### src/logic/hpsc_pkg.sv
// Constants for the slot hot-plug control and status block
package hpsc_pkg;
    // Register map: one word, control low half, status high half
    localparam logic [7:0]  SLOT_WORD_OFS   = 8'hF8;
    localparam int          ADDR_W          = 8;
    // Control field positions
    localparam int          CTL_ABP_EN      = 0;
    localparam int          CTL_PFD_EN      = 1;
    localparam int          CTL_PDC_EN      = 3;
    localparam int          CTL_CC_EN       = 4;
    localparam int          CTL_HP_EN       = 5;
    localparam int          CTL_ATTN_LO     = 6;
    localparam int          CTL_PWRI_LO     = 8;
    localparam int          CTL_PWR_OFF     = 10;
    localparam int          CTL_DLL_EN      = 12;
    // Status field positions (within the word)
    localparam int          STS_ABP         = 16;
    localparam int          STS_PFD         = 17;
    localparam int          STS_LATCH_CHG   = 18;
    localparam int          STS_PDC         = 19;
    localparam int          STS_CC          = 20;
    localparam int          STS_LATCH_ST    = 21;
    localparam int          STS_PRES_ST     = 22;
    localparam int          STS_DLL_CHG     = 24;
    // Writable control bit mask and reset values
    localparam logic [15:0] CTL_WMASK       = 16'h17FB;
    localparam logic [15:0] CTL_RESET       = 16'h03C0;
    localparam logic [1:0]  IND_OFF         = 2'h3;
    // Cycles from a control change to command completion
    localparam int          CMD_CYCLES      = 2;
endpackage

### src/logic/hpsc_slot.sv
// Slot hot-plug control and status register with event latching
//
// Summary of operation
// - Control low half, status high half, 0xF8
// - Bit 0 enables attention button event
// - Bit 1 enables power fault event
// - Bit 3 enables presence change event
// - Bit 4 enables command completed interrupt
// - Bit 5 is master interrupt enable
// - Attention indicator field, message on write
// - Power indicator field, message on write
// - Bit 10 one turns slot power off
// - Bit 12 enables link state notification
// - Bit 16 latches button press, W1C
// - Bit 17 latches power fault, W1C
// - Bit 18 shows latch sensor change, read-only
// - Bit 19 latches presence change, W1C
// - Bit 20 latches command completion, W1C
// - Bit 21 reflects latch sensor open
// - Bit 22 presence; no slot reads one
// - Bit 24 latches link active change, W1C
`timescale 1ns/1ps
module hpsc_slot
    import hpsc_pkg::*;
(
    // Clock and reset
    input  wire logic                  i_clk,
    input  wire logic                  i_srst,
    // Register port
    input  wire logic [hpsc_pkg::ADDR_W-1:0] i_addr,
    input  wire logic [31:0]           i_wdata,
    input  wire logic                  i_wr,
    input  wire logic                  i_rd,
    output logic      [31:0]           o_rdata,
    // Slot sensors and port state
    input  wire logic                  i_slot_impl,
    input  wire logic                  i_dll_supported,
    input  wire logic                  i_button_press,
    input  wire logic                  i_power_fault,
    input  wire logic                  i_latch_open,
    input  wire logic                  i_card_present,
    input  wire logic                  i_link_active,
    // Slot controls, indicator messages and interrupt request
    output logic      [1:0]            o_attn_ind,
    output logic      [1:0]            o_pwr_ind,
    output logic                       o_attn_msg,
    output logic                       o_pwr_msg,
    output logic                       o_slot_power_off,
    output logic                       o_hp_irq
);
    import hpsc_pkg::*;

    ////////////////////////////////////////////////////////////////////
    logic [15:0] ctl;
    logic        abp, pfd, latch_chg, pdc, cc, dll_chg;
    logic        latch_q, pres_q, link_q, pres_prev_valid;
    logic [1:0]  cmd_cnt;

    // Decode of the single register word
    wire         hit      = (i_addr == SLOT_WORD_OFS);
    wire         wr_hit   = i_wr & hit;
    wire [15:0]  next_ctl = (ctl & ~CTL_WMASK) | (i_wdata[15:0] & CTL_WMASK);
    wire         ctl_cmd  = wr_hit & ((next_ctl[10:6] != ctl[10:6]));
    wire         pres_now = i_slot_impl ? i_card_present : 1'b1;
    wire         link_now = i_dll_supported & i_link_active;
    wire         cc_done  = (cmd_cnt == 2'(1));

    // Assembled read value; reserved bits read zero
    wire [31:0]  rd_word  = {7'h00, dll_chg, 1'b0, pres_q, latch_q, cc, pdc,
                             latch_chg, pfd, abp, ctl};

    // Interrupt request from enabled flags under master enable
    wire         irq_any  = ctl[CTL_HP_EN] &
                            ((abp & ctl[CTL_ABP_EN]) |
                             (pfd & ctl[CTL_PFD_EN]) |
                             (pdc & ctl[CTL_PDC_EN]) |
                             (cc  & ctl[CTL_CC_EN])  |
                             (dll_chg & ctl[CTL_DLL_EN] & i_dll_supported));

    // W1C helper: set wins over clear
    function automatic logic flag_next(input logic cur, input logic set, input logic clr);
        flag_next = set | (cur & ~clr);
    endfunction

    ////////////////////////////////////////////////////////////////////
    // Control register
    always_ff @(posedge i_clk) begin
        if (i_srst) begin
            ctl <= CTL_RESET;
        end else if (wr_hit) begin
            ctl <= next_ctl;
        end
    end

    // Sensor sampling for change detection
    always_ff @(posedge i_clk) begin
        if (i_srst) begin
            latch_q         <= 1'b0;
            pres_q          <= 1'b1;
            link_q          <= 1'b0;
            pres_prev_valid <= 1'b0;
        end else begin
            latch_q         <= i_latch_open;
            pres_q          <= pres_now;
            link_q          <= link_now;
            pres_prev_valid <= 1'b1;
        end
    end

    // Command completion timer
    always_ff @(posedge i_clk) begin
        if (i_srst) begin
            cmd_cnt <= 2'h0;
        end else if (ctl_cmd) begin
            cmd_cnt <= 2'(CMD_CYCLES);
        end else if (cmd_cnt != 2'h0) begin
            cmd_cnt <= cmd_cnt - 2'h1;
        end
    end

    // Event flags
    always_ff @(posedge i_clk) begin
        if (i_srst) begin
            abp       <= 1'b0;
            pfd       <= 1'b0;
            latch_chg <= 1'b0;
            pdc       <= 1'b0;
            cc        <= 1'b0;
            dll_chg   <= 1'b0;
        end else begin
            abp       <= flag_next(abp, i_button_press, wr_hit & i_wdata[STS_ABP]);
            pfd       <= flag_next(pfd, i_power_fault, wr_hit & i_wdata[STS_PFD]);
            latch_chg <= latch_chg | (latch_q != i_latch_open);
            pdc       <= flag_next(pdc, pres_prev_valid & (pres_q != pres_now),
                                   wr_hit & i_wdata[STS_PDC]);
            cc        <= flag_next(cc, cc_done, wr_hit & i_wdata[STS_CC]);
            dll_chg   <= flag_next(dll_chg, link_q != link_now,
                                   wr_hit & i_wdata[STS_DLL_CHG]);
        end
    end

    // Outputs, all registered
    always_ff @(posedge i_clk) begin
        if (i_srst) begin
            o_rdata          <= 32'h0000_0000;
            o_attn_ind       <= IND_OFF;
            o_pwr_ind        <= IND_OFF;
            o_attn_msg       <= 1'b0;
            o_pwr_msg        <= 1'b0;
            o_slot_power_off <= 1'b0;
            o_hp_irq         <= 1'b0;
        end else begin
            o_rdata          <= (i_rd & hit) ? rd_word : 32'h0000_0000;
            o_attn_ind       <= ctl[CTL_ATTN_LO +: 2];
            o_pwr_ind        <= ctl[CTL_PWRI_LO +: 2];
            o_attn_msg       <= wr_hit;
            o_pwr_msg        <= wr_hit;
            o_slot_power_off <= ctl[CTL_PWR_OFF];
            o_hp_irq         <= irq_any;
        end
    end

    ////////////////////////////////////////////////////////////////////
    // Checks
    a_master_gate_off: assert property (@(posedge i_clk) disable iff (i_srst)
        !ctl[CTL_HP_EN] |=> !o_hp_irq)
        else $error("interrupt raised without master enable");
    a_button_latch: assert property (@(posedge i_clk) disable iff (i_srst)
        i_button_press |=> abp)
        else $error("button press not latched");
    a_fault_latch: assert property (@(posedge i_clk) disable iff (i_srst)
        i_power_fault |=> pfd)
        else $error("power fault not latched");
    a_w1c_zero_keep: assert property (@(posedge i_clk) disable iff (i_srst)
        (wr_hit && !i_wdata[STS_ABP] && abp) |=> abp)
        else $error("flag lost on zero write");
    a_cmd_complete: assert property (@(posedge i_clk) disable iff (i_srst)
        ctl_cmd |-> ##[1:4] cc)
        else $error("command completed not set");
    a_ind_msg: assert property (@(posedge i_clk) disable iff (i_srst)
        wr_hit |=> (o_attn_msg && o_pwr_msg)
            ##1 (o_attn_ind == $past(i_wdata[CTL_ATTN_LO +: 2], 2)))
        else $error("indicator message missing");
    a_pwr_follow: assert property (@(posedge i_clk) disable iff (i_srst)
        wr_hit |-> ##2 o_slot_power_off == $past(i_wdata[CTL_PWR_OFF], 2))
        else $error("power control not applied");
    a_button_irq: assert property (@(posedge i_clk) disable iff (i_srst)
        (abp && ctl[CTL_ABP_EN] && ctl[CTL_HP_EN]) |=> o_hp_irq)
        else $error("enabled button event gave no interrupt");
    a_read_data: assert property (@(posedge i_clk) disable iff (i_srst)
        (i_rd && hit) |=> o_rdata[15:0] == $past(ctl))
        else $error("control half misread");

    // Write-one clears, when no new event arrives
    a_abp_clear: assert property (@(posedge i_clk) disable iff (i_srst)
        (wr_hit && i_wdata[STS_ABP] && !i_button_press) |=> !abp)
        else $error("button flag not cleared");

    a_pfd_clear: assert property (@(posedge i_clk) disable iff (i_srst)
        (wr_hit && i_wdata[STS_PFD] && !i_power_fault) |=> !pfd)
        else $error("fault flag not cleared");

    a_pdc_clear: assert property (@(posedge i_clk) disable iff (i_srst)
        (wr_hit && i_wdata[STS_PDC] && !(pres_prev_valid && (pres_q != pres_now))) |=> !pdc)
        else $error("presence flag not cleared");

    a_cc_clear: assert property (@(posedge i_clk) disable iff (i_srst)
        (wr_hit && i_wdata[STS_CC] && !cc_done) |=> !cc)
        else $error("completion flag not cleared");

    a_dll_clear: assert property (@(posedge i_clk) disable iff (i_srst)
        (wr_hit && i_wdata[STS_DLL_CHG] && (link_q == link_now)) |=> !dll_chg)
        else $error("link flag not cleared");

    // Event setting and holding
    a_pdc_set: assert property (@(posedge i_clk) disable iff (i_srst)
        (pres_prev_valid && (pres_q != pres_now)) |=> pdc)
        else $error("presence change not latched");

    a_dll_set: assert property (@(posedge i_clk) disable iff (i_srst)
        (link_q != link_now) |=> dll_chg)
        else $error("link change not latched");

    a_latch_set: assert property (@(posedge i_clk) disable iff (i_srst)
        (latch_q != i_latch_open) |=> latch_chg)
        else $error("latch change not latched");

    a_latch_sticky: assert property (@(posedge i_clk) disable iff (i_srst)
        latch_chg |=> latch_chg)
        else $error("latch change flag lost");

    a_abp_hold: assert property (@(posedge i_clk) disable iff (i_srst)
        (!i_button_press && !(wr_hit && i_wdata[STS_ABP])) |=> $stable(abp))
        else $error("button flag moved by itself");

    a_pfd_hold: assert property (@(posedge i_clk) disable iff (i_srst)
        (!i_power_fault && !(wr_hit && i_wdata[STS_PFD])) |=> $stable(pfd))
        else $error("fault flag moved by itself");

    a_zero_keep_pfd: assert property (@(posedge i_clk) disable iff (i_srst)
        (wr_hit && !i_wdata[STS_PFD] && pfd) |=> pfd)
        else $error("fault flag lost on zero write");

    a_zero_keep_cc: assert property (@(posedge i_clk) disable iff (i_srst)
        (wr_hit && !i_wdata[STS_CC] && cc) |=> cc)
        else $error("completion flag lost on zero write");

    // Sensor state tracking
    a_latch_state: assert property (@(posedge i_clk) disable iff (i_srst)
        1'b1 |=> latch_q == $past(i_latch_open))
        else $error("latch state not tracked");

    a_pres_state: assert property (@(posedge i_clk) disable iff (i_srst)
        i_slot_impl |=> pres_q == $past(i_card_present))
        else $error("presence state not tracked");

    a_pres_noslot: assert property (@(posedge i_clk) disable iff (i_srst)
        !i_slot_impl |=> pres_q)
        else $error("slotless port not showing presence");

    // Register access
    a_ctl_resv: assert property (@(posedge i_clk) disable iff (i_srst)
        (ctl & ~CTL_WMASK) == 16'h0000)
        else $error("reserved control bit set");

    a_ctl_write: assert property (@(posedge i_clk) disable iff (i_srst)
        wr_hit |=> (ctl & CTL_WMASK) == ($past(i_wdata[15:0]) & CTL_WMASK))
        else $error("control write not stored");

    a_wr_unmapped: assert property (@(posedge i_clk) disable iff (i_srst)
        (i_wr && !hit) |=> $stable(ctl))
        else $error("unmapped write changed control");

    a_rd_unmapped: assert property (@(posedge i_clk) disable iff (i_srst)
        !(i_rd && hit) |=> o_rdata == 32'h0000_0000)
        else $error("read data without mapped read");

    a_rd_resv: assert property (@(posedge i_clk) disable iff (i_srst)
        (i_rd && hit) |=> (o_rdata[31:25] == 7'h00) && !o_rdata[23])
        else $error("reserved status bit set");

    // Read fields of the status half
    a_abp_rd: assert property (@(posedge i_clk) disable iff (i_srst)
        (i_rd && hit) |=> o_rdata[STS_ABP] == $past(abp))
        else $error("button flag misread");

    a_pfd_rd: assert property (@(posedge i_clk) disable iff (i_srst)
        (i_rd && hit) |=> o_rdata[STS_PFD] == $past(pfd))
        else $error("fault flag misread");

    a_latchchg_rd: assert property (@(posedge i_clk) disable iff (i_srst)
        (i_rd && hit) |=> o_rdata[STS_LATCH_CHG] == $past(latch_chg))
        else $error("latch change flag misread");

    a_pdc_rd: assert property (@(posedge i_clk) disable iff (i_srst)
        (i_rd && hit) |=> o_rdata[STS_PDC] == $past(pdc))
        else $error("presence flag misread");

    a_cc_rd: assert property (@(posedge i_clk) disable iff (i_srst)
        (i_rd && hit) |=> o_rdata[STS_CC] == $past(cc))
        else $error("completion flag misread");

    a_latch_rd: assert property (@(posedge i_clk) disable iff (i_srst)
        (i_rd && hit) |=> o_rdata[STS_LATCH_ST] == $past(latch_q))
        else $error("latch state misread");

    a_pres_rd: assert property (@(posedge i_clk) disable iff (i_srst)
        (i_rd && hit) |=> o_rdata[STS_PRES_ST] == $past(pres_q))
        else $error("presence state misread");

    a_dll_rd: assert property (@(posedge i_clk) disable iff (i_srst)
        (i_rd && hit) |=> o_rdata[STS_DLL_CHG] == $past(dll_chg))
        else $error("link flag misread");

    // Interrupt request
    a_fault_irq: assert property (@(posedge i_clk) disable iff (i_srst)
        (pfd && ctl[CTL_PFD_EN] && ctl[CTL_HP_EN]) |=> o_hp_irq)
        else $error("enabled fault event gave no interrupt");

    a_pres_irq: assert property (@(posedge i_clk) disable iff (i_srst)
        (pdc && ctl[CTL_PDC_EN] && ctl[CTL_HP_EN]) |=> o_hp_irq)
        else $error("enabled presence event gave no interrupt");

    a_cc_irq: assert property (@(posedge i_clk) disable iff (i_srst)
        (cc && ctl[CTL_CC_EN] && ctl[CTL_HP_EN]) |=> o_hp_irq)
        else $error("enabled completion gave no interrupt");

    a_dll_irq: assert property (@(posedge i_clk) disable iff (i_srst)
        (dll_chg && ctl[CTL_DLL_EN] && i_dll_supported && ctl[CTL_HP_EN]) |=> o_hp_irq)
        else $error("enabled link event gave no interrupt");

    a_irq_cause: assert property (@(posedge i_clk) disable iff (i_srst)
        o_hp_irq |-> $past(ctl[CTL_HP_EN]))
        else $error("interrupt without master enable");

    a_irq_no_src: assert property (@(posedge i_clk) disable iff (i_srst)
        !(abp || pfd || pdc || cc || dll_chg) |=> !o_hp_irq)
        else $error("interrupt without any flag");

    // Indicators, messages and power control
    a_msg_pair: assert property (@(posedge i_clk) disable iff (i_srst)
        o_attn_msg == o_pwr_msg)
        else $error("indicator messages out of step");

    a_msg_idle: assert property (@(posedge i_clk) disable iff (i_srst)
        !wr_hit |=> !o_attn_msg)
        else $error("message without write");

    a_pwr_ind_follow: assert property (@(posedge i_clk) disable iff (i_srst)
        wr_hit |-> ##2 o_pwr_ind == $past(i_wdata[CTL_PWRI_LO +: 2], 2))
        else $error("power indicator not applied");

    a_pwr_ind_stable: assert property (@(posedge i_clk) disable iff (i_srst)
        (!wr_hit ##1 !wr_hit) |=> $stable(o_pwr_ind))
        else $error("power indicator moved without write");

    a_off_stable: assert property (@(posedge i_clk) disable iff (i_srst)
        (!wr_hit ##1 !wr_hit) |=> $stable(o_slot_power_off))
        else $error("power control moved without write");

    a_ctl_stable: assert property (@(posedge i_clk) disable iff (i_srst)
        !wr_hit |=> $stable(ctl))
        else $error("control moved without write");

    // Command completion timer
    a_cc_timing: assert property (@(posedge i_clk) disable iff (i_srst)
        (ctl_cmd ##1 !ctl_cmd) |-> ##1 cc_done)
        else $error("command completion late");

    a_cc_once: assert property (@(posedge i_clk) disable iff (i_srst)
        cc_done |=> !cc_done)
        else $error("command completion repeated");

    a_cnt_bound: assert property (@(posedge i_clk) disable iff (i_srst)
        cmd_cnt <= 2'(CMD_CYCLES))
        else $error("command timer out of range");
endmodule

### config.mk
export PLATFORM = sky130hd
export DESIGN_NAME = hpsc_slot
export DESIGN_NICKNAME = d
export VERILOG_FILES = /design/src/logic/hpsc_pkg.sv /design/src/logic/hpsc_slot.sv
export SDC_FILE = /design/constraint.sdc
export NUM_CORES = 1
export LEC_CHECK = 0
export ABC_AREA = 0
export BUFFER_PORTS_ARGS = -buffer_cell sky130_fd_sc_hd__buf_2
export CORE_ASPECT_RATIO = 0.75
export CORE_UTILIZATION = 40
export CTS_CLUSTER_SIZE = 12
export DETAILED_ROUTE_END_ITERATION = 7
export PLACE_DENSITY = 0.72
export SLEW_MARGIN = 10
export SYNTH_ARGS = -nofsm -noshare
export SYNTH_HDL_FRONTEND = slang
export SYNTH_SLANG_ARGS = --single-unit
### constraint.sdc
create_clock -name i_clk -period 1.5 [get_ports i_clk]
set_clock_uncertainty 0.05 [all_clocks]
set_input_delay 0.3 -clock i_clk [delete_from_list [all_inputs] [get_ports i_clk]]
set_output_delay 0.3 -clock i_clk [all_outputs]
set_load 0.03 [all_outputs]
==> out/metrics.csv <==
metric;value;unit
cp_max_fo;19;
dr_total_vias;1270;
finalHoldViolations;0;
yosysSeqAreaShare;57.2;%
cts_setup_buffers;0;
hold-worst-slack;128;ps
synth_cell_types;30;
grt_pass1_wl;4.63;mm
finalNetCount;287;
drive_gt1_share;33.8;%
finalSetupViolCount;0;
grt_max_degree;23;
cts_max_path_buffers;2;
final.setup.tns;0;ps
worst_slew_pin_slew;549;ps
relSlewSlack;63.4;%
cts_root_buf;clkbuf_8;
syn_inst;170;
outcome;complete, no violations;
numCtsBuffers;5;
pwr_density_cell;1110;nW/um^2
die-area;4550;sq um
core_area;4080;sq um
fin_crit;1260;ps
critPathArrivalTime;1450;ps
via_per_inst;4.35;
final_cell_mix;buf_2 (61), dfxtp_1 (49), nand2_1 (22);
num_rows;20;
fin_crit_sh;84.0;%
rsz0062_at_grt;false;
yosys_warnings;0;
holdBufCountCts;0;
crit_type;in2reg;
syn_area;1710;sq um
end_kind;flip-flop;
cp_cell_sequence;buf_2, and4bb_2, and4_1, and2_1;
syn2layout_area_growth;25.0;%
drc;0;
leakage;0.000994;uW
io_buffers;61;
dpl.hpwl;2.22;mm
required;1690;ps
cts_resized;0;
grt_pass1_vias;1001;
start_util;42.0;%
final_common_cell;buf_2;
ys_ff_latch;49;
peakVddDrop;0.000463;V
slowest_stage;and4_1;
clock_sinks;49;
cts_tree;done;
fp.dieW;77.6;um
min_path_type;in2reg;
stdcell_area;2140;sq um
die_h;58.7;um
fin_ws;241;ps
htreeDepth;2;
track_usage;14.1;%
antenna_left;0;
place_ws;-110;ps
grt_remaining_overflow;0;
clk_pin_slew;90;ps
routed_wl;3.03;mm
antennaDiodeCount;0;
drtPass1Iterations;4;
antenna_found_initial;0;
wire_per_inst;10.4;um
place_congestion;0.721;
synth_area_per_cell;10.1;sq um
fmax;0.794;GHz
first_iter_violations;31;
ios;91;
critPathLaunchType;input pin;
clock_latency;290;ps
postPlaceCellArea;2030;sq um
cp_slowest_stage_delay;550;ps
drv_cap;0;
maxSlewViolCount;0;
[synth_stat cells]
library cell	n	area share, %
a211oi_1	1	0.44
a21boi_0	3	1.3
a21oi_1	13	3.8
a22oi_1	2	0.88
a31oi_1	1	0.37
and2_1	20	7.3
and3_1	2	0.73
and4_1	1	0.51
and4b_1	1	0.58
and4bb_2	1	0.73
buf_4	17	7.4
buf_6	1	0.66
clkbuf_1	2	0.44
conb_1	1	0.22
dfxtp_1	49	57
inv_1	1	0.22
inv_2	1	0.22
nand2_1	22	4.8
nand2b_1	1	0.37
nand3_1	3	0.88
nor2_1	4	0.88
nor2b_1	3	1.1
nor3_1	1	0.29
nor4b_1	1	0.51
o21a_1	4	1.8
o21ai_0	1	0.29
o22a_1	1	0.51
or2_2	4	1.5
xnor2_1	4	2.0
xor2_1	4	2.0
[cell type report]
type	count	area [sq um]
well taps	55	68.8
clock buffers	6	72.6
fillers	374	1940
clock inverters	2	38.8
repair buffers	67	350
multi-input cells	111	624
flip-flops and latches	49	981
inverters	2	7.51
[sequential cells by signal, indices dropped and copies added, names as in the netlist]
signal	count
pfd	1
o_attn_ind	2
o_pwr_msg	1
latch_chg	1
o_pwr_ind	2
latch_q	1
dll_chg	1
abp	1
pres_q	1
o_slot_power_off	1
pres_prev_valid	1
o_hp_irq	1
cc	1
o_rdata	19
pdc	1
ctl	11
cmd_cnt	2
link_q	1
[per-layer routing]
metal / global-route usage, % / share of wire, % / wire [um] / vias up
met2: 20.2 / 43 / 1300 / 57
met1: 18.9 / 48 / 1470 / 553
li1: - / - / - / 655
met4: 6.47 / 1.3 / 38 / 0
met5: 0 / 0 / 0 / -
met3: 5.12 / 7.6 / 231 / 5
[critical path: cells and delay by family]
| family | cells | cell delay [ps] |
|---|---|---|
| AND/OR/NAND/NOR | 3 | 1040 |
| buffers and inverters | 1 | 90 |
[power by group]
part,switching [uW],internal (uW)
Combinational,87.3,57.5
Sequential,10.3,1320
Clock,414,500
[per-stage QoR]
stage / power, uW / utilization [%] / instances
after global routing: 2490 / 52.5 / 292
after global placement: 1500 / 49.8 / 284
final: 2390 / 52.5 / 292
after floorplan: 1470 / - / 182
after CTS: 2420 / 52.5 / 292
after detailed placement: 1500 / 49.8 / 284
[cell families after synthesis]
| group | synth area share [%] |
|---|---|
| AO/OA/AOI/OAI | 9.34 |
| XOR/XNOR | 4.09 |
| buffers and inverters | 8.98 |
| flip-flops | 57.2 |
| other | 0.219 |
| AND/OR/NAND/NOR | 20.1 |
[path summary, 6_finish.rpt]
check	startpoint	end	slack, ps	cells after the start
setup / recovery	i_addr[0]	o_rdata[4]$_SDFF_PP0_	240	4
hold / removal	i_wdata[19]	pdc$_SDFF_PP0_	130	2
setup reg to reg	ctl[6]$_SDFFE_PP1N_	cmd_cnt[0]$_SDFFE_PP0P_	310	4
hold reg to reg	cmd_cnt[0]$_SDFFE_PP0P_	cmd_cnt[0]$_SDFFE_PP0P_	400	1
(Power assumes the default switching activity.)
